## config.mk

```make
export PLATFORM = sky130hd
export DESIGN_NAME = dbt_timer
export DESIGN_NICKNAME = d
export VERILOG_FILES = /design/src/include/dbt_pkg.sv /design/src/logic/dbt_timer.sv
export SDC_FILE = /design/constraint.sdc
export NUM_CORES = 1
export LEC_CHECK = 0
export BUFFER_PORTS_ARGS = -buffer_cell sky130_fd_sc_hd__clkbuf_2
export CORE_ASPECT_RATIO = 1.75
export CORE_MARGIN = 5
export CORE_UTILIZATION = 44
export DETAILED_ROUTE_END_ITERATION = 8
export PLACE_DENSITY = 0.65
export SYNTH_ARGS = -nofsm -noshare
export SYNTH_HDL_FRONTEND = slang
export SYNTH_SLANG_ARGS = --single-unit
```

## constraint.sdc

```tcl
create_clock -name pclk -period 3.75 [get_ports pclk]
set_input_delay 0.75 -clock pclk [delete_from_list [all_inputs] [get_ports pclk]]
set_output_delay 0.75 -clock pclk [all_outputs]
set_load 0.02 [all_outputs]
```

## src/include/dbt_pkg.sv

```systemverilog
// Purpose: shared constants and types for the dual byte timer/counter
// Assumes: APB with 32-bit data; register indexes are not word aligned
// Notes:   byte address of a register is four times its index

package dbt_pkg;

    // ------------------------------------------------------------
    // register indexes (byte address = index * 4)
    // ------------------------------------------------------------
    localparam logic [15:0] IDX_TIMER_CONTROL   = 16'hFE10;
    localparam logic [15:0] IDX_PRESCALER_MATCH = 16'hFE11;
    localparam logic [15:0] IDX_COUNT_LOW_BYTE  = 16'hFE12;
    localparam logic [15:0] IDX_COUNT_HIGH_BYTE = 16'hFE13;
    localparam logic [15:0] IDX_MATCH_DATA_LOW  = 16'hFE14;
    localparam logic [15:0] IDX_MATCH_DATA_HIGH = 16'hFE15;
    localparam logic [15:0] IDX_CAPTURE_LOW     = 16'hFE16;
    localparam logic [15:0] IDX_CAPTURE_HIGH    = 16'hFE17;

    // ------------------------------------------------------------
    // reset values and field positions
    // ------------------------------------------------------------
    localparam logic [7:0] RST_CONTROL   = 8'h00;
    localparam logic [7:0] RST_PRESCALER = 8'h00;
    localparam logic [7:0] RST_MATCH     = 8'h00;
    localparam logic [7:0] RST_COUNT     = 8'h00;
    localparam int         POS_HIGH_FLAG = 3;
    localparam int         POS_LOW_FLAG  = 1;
    localparam int         MIN_ADDR_W    = 18;

    // interrupt vectors served by irq_high_r and irq_low_r
    localparam logic [15:0] VEC_HIGH_IRQ = 16'h0023;
    localparam logic [15:0] VEC_LOW_IRQ  = 16'h0013;

    // control register, bit 7 down to bit 0
    typedef struct packed {
        logic high_run;
        logic low_run;
        logic length_select;
        logic low_clock_select;
        logic high_match_flag;
        logic high_irq_enable;
        logic low_match_flag;
        logic low_irq_enable;
    } dbt_ctrl_s;

    // synchronised pin events, one bit each
    typedef struct packed {
        logic cap_high;
        logic cap_low;
        logic ext_count;
    } dbt_pins_s;

endpackage

```

## src/logic/dbt_timer.sv

```systemverilog
// Purpose: dual 8-bit / single 16-bit timer/counter with prescaler and capture
// Assumes: single clock pclk; pin events are asynchronous and synchronised here
// Notes:   APB slave, one wait-free access cycle; capture registers have no reset
//
// How it works
// - high run off: high count held zero, high buffer follows high match data
// - high run on: high byte counts, buffer reloads only on match
// - low run off: low count held zero, low buffer follows low match data
// - low run on: low byte counts, buffer reloads only on match
// - length select 0: two independent 8-bit counters with own matches
// - length select 1: one 16-bit counter matching all 16 bits
// - low clock select picks prescaler pulse or external event for low byte
// - high match flag set by running match, cleared only by software
// - high enable and high flag raise the high interrupt request
// - low match flag set by running match, cleared only by software
// - low enable and low flag raise the low interrupt request
// - in 16-bit mode both flags set in the same cycle when high run is on, else only the low flag
// - any prescaler match write restarts the prescaler from zero
// - low count byte is read-only, counts prescaler or external events
// - high count byte is read-only, counts prescaler pulses or low carries
// - low capture latches low count on its capture event, no reset value
// - high capture latches high count on high capture event, no reset
// - prescaler pulses and restarts when count equals its match value
// - count bytes return to zero when stopped or on match
// - length select picks high byte clock: prescaler or low byte chain
// - low capture uses low inputs in 8-bit, high inputs in 16-bit mode

`timescale 1ns/1ns
`default_nettype none

module dbt_timer #(
    parameter int ADDR_W = 18
) (
    // clock and reset
    input  wire logic                  pclk,
    input  wire logic                  presetn,
    // apb slave
    input  wire logic                  psel,
    input  wire logic                  penable,
    input  wire logic                  pwrite,
    input  wire logic [ADDR_W-1:0]     paddr,
    input  wire logic [31:0]           pwdata,
    output logic      [31:0]           prdata,
    output logic                       pready,
    output logic                       pslverr,
    // asynchronous pins
    input  wire dbt_pkg::dbt_pins_s    pins_in,
    // interrupt requests
    output logic                       irq_high,
    output logic                       irq_low
);
    import dbt_pkg::*;

    // ------------------------------------------------------------
    // elaboration checks
    // ------------------------------------------------------------
    if (ADDR_W < MIN_ADDR_W) begin : g_chk_addr
        $error("ADDR_W too small for the register map");
    end

    // ------------------------------------------------------------
    // declarations
    // ------------------------------------------------------------
    dbt_ctrl_s   ctrl_r;
    logic [7:0]  prr_r;
    logic [7:0]  pre_cnt_r;
    logic        pre_tick_r;
    logic [7:0]  cnt_low_r;
    logic [7:0]  cnt_high_r;
    logic [7:0]  data_low_r;
    logic [7:0]  data_high_r;
    logic [7:0]  buf_low_r;
    logic [7:0]  buf_high_r;
    logic [7:0]  cap_low_r;
    logic [7:0]  cap_high_r;
    logic [31:0] prdata_r;
    logic        pready_r;
    logic        pslverr_r;
    logic        irq_high_r;
    logic        irq_low_r;
    dbt_pins_s   sync1_r;
    dbt_pins_s   sync2_r;
    dbt_pins_s   prev_r;
    dbt_pins_s   edge_w;
    logic        wr_en;
    logic        setup;
    logic [7:0]  rd_nxt;
    logic        hit_nxt;
    logic        low_tick;
    logic        low_hit;
    logic        high_hit;
    logic        match_long;
    logic        match_low;
    logic        match_high;
    logic        low_carry;
    logic        cap_low_trig;
    logic [7:0]  ctrl_nxt;

    // byte address of a register from its index
    function automatic logic [ADDR_W-1:0] reg_addr(input logic [15:0] idx);
        reg_addr = ADDR_W'({idx, 2'b00});
    endfunction

    // ------------------------------------------------------------
    // pin synchronisers and edge detection
    // ------------------------------------------------------------
    // two flops per pin; the edge detector reads the second flop and its delayed copy prev_r
    always_ff @(posedge pclk or negedge presetn) begin
        if (!presetn) begin
            sync1_r <= '0;
            sync2_r <= '0;
            prev_r  <= '0;
        end else begin
            sync1_r <= pins_in;
            sync2_r <= sync1_r;
            prev_r  <= sync2_r;
        end
    end

    // rising edge of each synchronised pin is one detection event
    assign edge_w = sync2_r & ~prev_r;

    // ------------------------------------------------------------
    // apb decode
    // ------------------------------------------------------------
    assign setup = psel & ~penable;
    assign wr_en = psel & penable & pready_r & pwrite;

    // read data and address check, sampled in the setup cycle
    always_comb begin
        rd_nxt  = 8'h00;
        hit_nxt = 1'b1;
        if (paddr == reg_addr(IDX_TIMER_CONTROL)) begin
            rd_nxt = ctrl_r;
        end else if (paddr == reg_addr(IDX_PRESCALER_MATCH)) begin
            rd_nxt = prr_r;
        end else if (paddr == reg_addr(IDX_COUNT_LOW_BYTE)) begin
            rd_nxt = cnt_low_r;
        end else if (paddr == reg_addr(IDX_COUNT_HIGH_BYTE)) begin
            rd_nxt = cnt_high_r;
        end else if (paddr == reg_addr(IDX_MATCH_DATA_LOW)) begin
            rd_nxt = data_low_r;
        end else if (paddr == reg_addr(IDX_MATCH_DATA_HIGH)) begin
            rd_nxt = data_high_r;
        end else if (paddr == reg_addr(IDX_CAPTURE_LOW)) begin
            rd_nxt = cap_low_r;
        end else if (paddr == reg_addr(IDX_CAPTURE_HIGH)) begin
            rd_nxt = cap_high_r;
        end else begin
            hit_nxt = 1'b0;
        end
    end

    // one access cycle; unmapped addresses answer with pslverr
    always_ff @(posedge pclk or negedge presetn) begin
        if (!presetn) begin
            pready_r  <= 1'b0;
            pslverr_r <= 1'b0;
            prdata_r  <= 32'h0000_0000;
        end else begin
            pready_r  <= setup;
            pslverr_r <= setup & ~hit_nxt;
            if (setup) begin
                prdata_r <= {24'h00_0000, rd_nxt};
            end
        end
    end

    // ------------------------------------------------------------
    // writable registers
    // ------------------------------------------------------------
    // count and capture indexes have no write path at all
    always_ff @(posedge pclk or negedge presetn) begin
        if (!presetn) begin
            prr_r       <= RST_PRESCALER;
            data_low_r  <= RST_MATCH;
            data_high_r <= RST_MATCH;
        end else if (wr_en) begin
            if (paddr == reg_addr(IDX_PRESCALER_MATCH)) begin
                prr_r <= pwdata[7:0];
            end else if (paddr == reg_addr(IDX_MATCH_DATA_LOW)) begin
                data_low_r <= pwdata[7:0];
            end else if (paddr == reg_addr(IDX_MATCH_DATA_HIGH)) begin
                data_high_r <= pwdata[7:0];
            end
        end
    end

    // control: a match in the clearing cycle keeps its flag set
    always_comb begin
        ctrl_nxt = ctrl_r;
        if (wr_en && paddr == reg_addr(IDX_TIMER_CONTROL)) begin
            ctrl_nxt = pwdata[7:0];
        end
        ctrl_nxt[POS_HIGH_FLAG] = ctrl_nxt[POS_HIGH_FLAG] | match_high;
        ctrl_nxt[POS_LOW_FLAG]  = ctrl_nxt[POS_LOW_FLAG] | match_low;
    end

    always_ff @(posedge pclk or negedge presetn) begin
        if (!presetn) begin
            ctrl_r <= RST_CONTROL;
        end else begin
            ctrl_r <= ctrl_nxt;
        end
    end

    // ------------------------------------------------------------
    // prescaler
    // ------------------------------------------------------------
    // period prr_r + 1 cycles; a write restarts so the first period is full
    always_ff @(posedge pclk or negedge presetn) begin
        if (!presetn) begin
            pre_cnt_r  <= RST_COUNT;
            pre_tick_r <= 1'b0;
        end else if (wr_en && paddr == reg_addr(IDX_PRESCALER_MATCH)) begin
            pre_cnt_r  <= RST_COUNT;
            pre_tick_r <= 1'b0;
        end else if (pre_cnt_r == prr_r) begin
            pre_cnt_r  <= RST_COUNT;
            pre_tick_r <= 1'b1;
        end else begin
            pre_cnt_r  <= pre_cnt_r + 8'h01;
            pre_tick_r <= 1'b0;
        end
    end

    // ------------------------------------------------------------
    // match detection
    // ------------------------------------------------------------
    always_comb begin
        low_tick   = ctrl_r.low_clock_select ? edge_w.ext_count : pre_tick_r;
        low_hit    = cnt_low_r == buf_low_r;
        high_hit   = cnt_high_r == buf_high_r;
        match_long = ctrl_r.low_run & low_tick & low_hit & high_hit;
        low_carry  = ctrl_r.low_run & low_tick & (cnt_low_r == 8'hFF);
        if (ctrl_r.length_select) begin
            match_low  = match_long;
            match_high = match_long & ctrl_r.high_run;
        end else begin
            match_low  = ctrl_r.low_run & low_tick & low_hit;
            match_high = ctrl_r.high_run & pre_tick_r & high_hit;
        end
    end

    // ------------------------------------------------------------
    // low count byte and its buffer
    // ------------------------------------------------------------
    always_ff @(posedge pclk or negedge presetn) begin
        if (!presetn) begin
            cnt_low_r <= RST_COUNT;
            buf_low_r <= RST_MATCH;
        end else if (!ctrl_r.low_run) begin
            cnt_low_r <= RST_COUNT;
            buf_low_r <= data_low_r;
        end else if (match_low) begin
            cnt_low_r <= RST_COUNT;
            buf_low_r <= data_low_r;
        end else if (low_tick) begin
            cnt_low_r <= cnt_low_r + 8'h01;
        end
    end

    // ------------------------------------------------------------
    // high count byte and its buffer
    // ------------------------------------------------------------
    // in 16-bit mode the high byte advances on low byte carries only
    always_ff @(posedge pclk or negedge presetn) begin
        if (!presetn) begin
            cnt_high_r <= RST_COUNT;
            buf_high_r <= RST_MATCH;
        end else if (!ctrl_r.high_run) begin
            cnt_high_r <= RST_COUNT;
            buf_high_r <= data_high_r;
        end else if (match_high || (ctrl_r.length_select && match_long)) begin
            cnt_high_r <= RST_COUNT;
            buf_high_r <= data_high_r;
        end else if (ctrl_r.length_select ? low_carry : pre_tick_r) begin
            cnt_high_r <= cnt_high_r + 8'h01;
        end
    end

    // ------------------------------------------------------------
    // capture registers (no reset, contents undefined until first event)
    // ------------------------------------------------------------
    assign cap_low_trig = ctrl_r.length_select ? edge_w.cap_high : edge_w.cap_low;

    always_ff @(posedge pclk) begin
        if (cap_low_trig) begin
            cap_low_r <= cnt_low_r;
        end
        if (edge_w.cap_high) begin
            cap_high_r <= cnt_high_r;
        end
    end

    // ------------------------------------------------------------
    // interrupt requests
    // ------------------------------------------------------------
    always_ff @(posedge pclk or negedge presetn) begin
        if (!presetn) begin
            irq_high_r <= 1'b0;
            irq_low_r  <= 1'b0;
        end else begin
            irq_high_r <= ctrl_r.high_irq_enable & ctrl_r.high_match_flag;
            irq_low_r  <= ctrl_r.low_irq_enable & ctrl_r.low_match_flag;
        end
    end

    // ------------------------------------------------------------
    // outputs
    // ------------------------------------------------------------
    assign prdata   = prdata_r;
    assign pready   = pready_r;
    assign pslverr  = pslverr_r;
    assign irq_high = irq_high_r;
    assign irq_low  = irq_low_r;
endmodule

`default_nettype wire

```

==> flow_summary.yaml, run 1 <==
cts:
  cts_buf_count: 9
  root_buffer: "clkbuf_16"
  clock_latency_ps: 360
  hold_fix_buffers_at_cts: 0
  post-cts-setup-buffer-count: 0
  cts-htree-levels: 3
  max-clock-path-buffers: 2
  clkSinkCount: 110
  cts_resized: 0
  cts.clk_slew.worst_paths_ps: 70
  tritoncts_clock_tree: "built"
critical_path:
  timing.rr.end: "buf_high_r[0]"
  critical_path.max_fanout: 9
  worst_r2r_path_depth: 7
  worstReg2RegStart: "cnt_low_r[0]"
  regToRegSetupSlack_ps: 1040
  startpoint: "cnt_low_r[0]"
  startpoint_type: "register"
  cp.required_ps: 3990
  critical_path_arrival_ps: 2950
  critical_path.endpoint_type: "register"
  path_class: "register to register"
logic_synthesis:
  yosysSeqAreaShare_pct: 53.2
  post_synth_main_area_contributors: "dfrtp_1, mux2_2, edfxtp_1"
  postSynthCellCount: 425
  syn_area_per_cell_um2: 12.5
  synth_largest_type_area_fraction_pct: 44.1
  synth_top_area_cell: "dfrtp_1"
  synth.yosys.warnings: 0
  synth-seq-cells: 110
  syn-cell-area_um2: 5330
  synth-async-reset-ratio_pct: 85.5
  synth.distinct_cells: 58
  synth-edff-count: 16
  dominantRegCellSynth: "dfrtp_1"
power:
  ir_drop_mv: 0.262
  total_leakage_power_nw: 2.86
  clockPowerShare_pct: 40.2
  power_density_nw_per_um2: 392
  intPower_mw: 1.76
  net-switching-power_uw: 570
  swShare_pct: 24.5
  power_frac_seq_pct: 53.3
  share_of_total_power_in_combinational_logic_pct: 6.5
grt:
  grt_start_max_net_pins: 67
  number_of_global_route_vias_before_repair: 3670
  initial_antenna_violation_count: 0
  grt_remaining_overflow: 0
  grt_pass1_wl_um: 20100
  grtUsageTotal_pct: 18.6
timing:
  finalSetupViolCount: 0
  timing_hold_violations_final: 0
  layout_worst_path_cycle_share_pct: 72.2
  total_negative_slack_for_setup_checks_ps: 0
  max_freq_ghz: 0.369
  holdWs_ps: 349
  worst_case_headroom_to_the_max_slew_limit_pct: 36.7
  tightestPinTransition_ps: 948
  worst_clock_skew_ps: 10.5
  final-max-slew-violation-count: 0
  timing.final.crit_period_ps: 2710
  grt_setup_unrepaired: "false"
min_path:
  min_delay_path_depth: 0
  min_to: "sync2_r[2]"
  hold_start: "sync1_r[2]"
  kind_of_path_behind_the_tightest_hold_check: "register to register"
final_layout:
  regArea_um2: 2830
  syn_to_final_growth_pct: 11.4
  multi_input_comb_area_um2: 2320
  final_layout_size_suffix_gt1_share_pct: 29.7
  antenna_cells: 0
  nets_finish: 537
  post-route-cell-area_um2: 5930
  fill_cells: 1073
placement:
  place_hpwl_um: 10000
  routability_congestion_estimate_from_global_placement: 0.887
  portBuffers: 45
  post_dp_cell_area_um2: 5640
drt:
  final_antenna_net_count: 0
  post-route-drc-count: 0
  wire_length_on_met3_um: 488
  wire_per_inst_um: 21.4
  routed_wirelength_um: 13200
  drt_pass1_iterations: 4
  routedLengthMet1_um: 4870
  wl_met2_um: 7280
  via_count: 3511
  initialDrtViolationCount: 145
  top_signal_layer_used: "met4"
  viasPerCell: 5.68
die:
  die_height_um: 156
  initial_utilization_pct: 44.6
  die_ar_um2: 14500
  fp-row-count: 53
  fp.coreArea_um2: 11900
  floorplan.io_pins: 94
  die_x_um: 93.2
job:
  timing.max_cap.violations: 0
outcome:
  status: "finished clean"
layer usage:
metal  up-vias  global-route usage [%]
met2       117                    35.7
met1      1762                    18.9
li1       1601                       -
met5         -                       0
met4         0                    9.22
met3        31                    3.33
power groups by stage:
stage,sequential [mW],combinational (mW),clock [mW]
floorplan,1.28,0.0884,0
global placement,1.26,0.149,0
detailed placement,1.27,0.151,0
CTS,1.24,0.152,0.947
global route,1.24,0.165,0.992
finish,1.24,0.151,0.937
Yosys cell counts, types with 2 or more instances:
master,count
a21o_1,2
o2111ai_1,3
nand3_1,10
nor4b_1,2
o22ai_1,6
xor2_1,34
nor4_1,11
nor2_1,28
o21ai_0,13
and4_1,2
ha_1,3
nand2_1,17
mux2_2,54
mux4_2,8
xnor2_1,8
buf_2,5
nand4_1,3
nor3_4,2
nor2b_1,3
nor3b_1,2
buf_4,25
and2_1,4
mux2i_1,5
dfrtp_1,94
clkbuf_1,7
a32oi_1,7
nand2b_1,4
o31ai_1,2
inv_1,3
edfxtp_1,16
nand3b_1,2
and3_1,6
a21oi_1,9
cells in the final DEF, fill, tap and decap left out, types with 3 or more instances in the layout:
cell,netlist,final
dfrtp_1,94,94
mux2_2,54,54
clkbuf_2,0,44
xor2_1,34,34
nor2_1,28,28
conb_1,1,24
nand2_1,17,17
edfxtp_1,16,16
o21ai_0,13,13
buf_4,25,12
nor4_1,11,11
nand3_1,10,10
a21oi_1,9,9
clkbuf_16,0,9
xnor2_1,8,8
mux4_2,8,8
a32oi_1,7,7
and3_1,6,6
o22ai_1,6,6
mux2i_1,5,5
nand2b_1,4,4
and2_1,4,4
inv_1,3,3
nor2b_1,3,3
nand4_1,3,3
o2111ai_1,3,3
ha_1,3,3
through the flow:
step                utilization (%)  power [mW]  setup WS (ps)  std cells
global route                   49.7        2.40            972        618
detailed placement             47.3        1.42            930        602
finish                         49.7        2.33           1040        618
floorplan                         -        1.36           1350        448
global placement               47.3        1.41            971        602
CTS                            49.7        2.34           1060        618
logic make-up after synthesis:
| kind of cell | share of synthesized area, % |
|---|---|
| AOI/OAI and AO/OA | 6.90 |
| xor gates and xnor gates | 6.90 |
| adders and majority gates | 0.704 |
| buffers and inverters | 4.98 |
| DFF | 53.2 |
| muxes | 15.7 |
| other | 0.0704 |
| and+or+nand+nor | 11.6 |
how the worst max path moves through the flow:
stage	end	slack (ps)	cells past startpoint
3_3_place_gp	data_low_r[2]	970	5
3_5_place_dp	data_low_r[1]	930	5
2_1_floorplan	prdata[6]	1350	5
6_report	buf_high_r[0]	1040	7
5_1_grt	buf_high_r[0]	970	7
4_1_cts	buf_high_r[0]	1060	7
area by class of cell:
type	instances	area share, %
clock buffer	10	4.03
sequential	110	47.7
multi-input combinational	296	39.0
timing repair buffer	56	5.23
clock inverter	6	0.886
inverter	3	0.190
tap	137	2.89
worst max-delay path, cell delays in order (launching register included):
cell and delay [ps]:
dfrtp_1 480, xor2_1 260, nor4_1 300, buf_4 180, a41oi_1 230, o21ai_2 510, buf_4 270, mux2_2 350
No activity file was read; power rests on OpenSTA's default activity.
==> inputs of run 2 (changes only) <==
Settings changed: PLACE_DENSITY 0.65 to 0.68.
Clock period 3.75 ns to 2.3 ns, I/O delays scaled along.
==> flow_summary.yaml, run 2 (synthesis results as in run 1) <==
placement:
  place_hpwl_um: 10600
  routability_congestion_estimate_from_global_placement: 0.938
  portBuffers: 45
final_layout:
  fill_cells: 1008
  multi_input_comb_area_um2: 2330
  mostFrequentLayoutCell: "dfrtp_1"
  syn_to_final_growth_pct: 17.3
  final_layout_size_suffix_gt1_share_pct: 34.8
  nets_finish: 573
  regArea_um2: 2830
  antenna_cells: 0
  final_cell_mix: "dfrtp_1, mux2_2, clkbuf_2, buf_4, xor2_1"
cts:
  root_buffer: "clkbuf_16"
  hold_fix_buffers_at_cts: 0
  clkSinkCount: 110
  cts_resized: 2
  tritoncts_clock_tree: "built"
  cts.clk_slew.worst_paths_ps: 80
  cts-htree-levels: 3
  clock_latency_ps: 350
  max-clock-path-buffers: 2
  cts_buf_count: 9
  post-cts-setup-buffer-count: 0
min_path:
  kind_of_path_behind_the_tightest_hold_check: "input pin to asynchronous set/reset pin"
timing:
  timing.final.crit_period_ps: 2130
  layout_worst_path_cycle_share_pct: 92.8
  worst_case_headroom_to_the_max_slew_limit_pct: 57.3
  final-max-slew-violation-count: 0
  holdWs_ps: 110
  timing_hold_violations_final: 0
  total_negative_slack_for_setup_checks_ps: 0
  tightestPinTransition_ps: 640
  finalSetupViolCount: 0
  worst_clock_skew_ps: 11.9
  grt_setup_unrepaired: "false"
  max_freq_ghz: 0.469
grt:
  grt_remaining_overflow: 0
  global_route.usage.met3_pct: 3.91
  grt_pass1_wl_um: 21700
  number_of_global_route_vias_before_repair: 4040
  groute.layer.met1.usage_pct: 20.7
  grt_start_max_net_pins: 44
  grtUsageTotal_pct: 20.0
  layer_with_the_highest_usage: "met2"
  initial_antenna_violation_count: 0
  grt.met2_usage_pct: 37.3
die:
  initial_utilization_pct: 44.6
  die_x_um: 93.2
  die_height_um: 156
  floorplan.io_pins: 94
  fp-row-count: 53
  fp.coreArea_um2: 11900
  die_ar_um2: 14500
critical_path:
  path_class: "register to register"
  critical_path.max_fanout: 4
  worstReg2RegStart: "cnt_low_r[0]"
  regToRegSetupSlack_ps: 170
  timing.rr.end: "buf_high_r[4]"
  critical_path.endpoint_type: "register"
  startpoint: "cnt_low_r[0]"
  cp.required_ps: 2530
  critical_path_arrival_ps: 2370
  worst_r2r_path_depth: 6
  cp-endpoint: "buf_high_r[4]"
  startpoint_type: "register"
power:
  power_density_nw_per_um2: 600
  total_leakage_power_nw: 3.05
  ir_drop_mv: 0.361
drt:
  routed_wirelength_um: 13600
  via_count: 3691
  viasPerCell: 5.64
  wire_per_inst_um: 20.8
  initialDrtViolationCount: 134
  final_antenna_net_count: 0
  post-route-drc-count: 0
  drt_pass1_iterations: 5
job:
  timing.max_cap.violations: 0
outcome:
  status: "finished clean"
-- run 2: per-stage QoR --
| step | setup WS (ps) | utilization, % | std cells | area [µm²] | total power, mW |
|---|---|---|---|---|---|
| detailed placement | -23.5 | 50.0 | 638 | 5960 | 2.32 |
| floorplan | 145 | - | 448 | 5420 | 2.22 |
| global placement | 17.9 | 50.0 | 638 | 5960 | 2.31 |
| finish | 167 | 52.3 | 654 | 6250 | 3.75 |
| CTS | 95.3 | 52.3 | 654 | 6240 | 3.78 |
| global route | 54.2 | 52.3 | 654 | 6250 | 3.88 |
-- run 2: worst min-delay path by stage --
stage | from | end | cells past startpoint
floorplan | presetn | buf_high_r[0] | 0
global placement | sync1_r[0] | sync2_r[0] | 0
detailed placement | sync1_r[0] | sync2_r[0] | 0
CTS | presetn | data_high_r[7] | 1
global route | presetn | data_high_r[7] | 1
finish | presetn | data_high_r[7] | 1
-- run 2: per-layer routing --
metal | wire (µm) | up-vias
met3 | 650 | 40
met5 | 0 | -
met4 | 588 | 0
met2 | 7620 | 126
met1 | 4770 | 1852
li1 | - | 1673
-- run 2: area by class of cell --
cell class / instances / share of cell area [%]
clock buffer: 10 / 3.66
timing repair buffer: 92 / 10.1
inverter: 3 / 0.180
clock inverter: 6 / 0.701
tap: 137 / 2.74
multi-input combinational: 296 / 37.3
sequential: 110 / 45.3
-- run 2: worst max-delay path, stage by stage (launching register included) --
cell	delay [ps]
dfrtp_1	390
xor2_1	180
nor4_1	390
a41oi_1	310
o21ai_2	240
buf_4	170
mux2_2	330
-- run 2: power breakdown --
group	switching, mW	leakage, nW	internal, mW
Sequential	0.0157	1.40	2.01
Clock	0.723	0.138	0.743
Combinational	0.175	1.51	0.0847
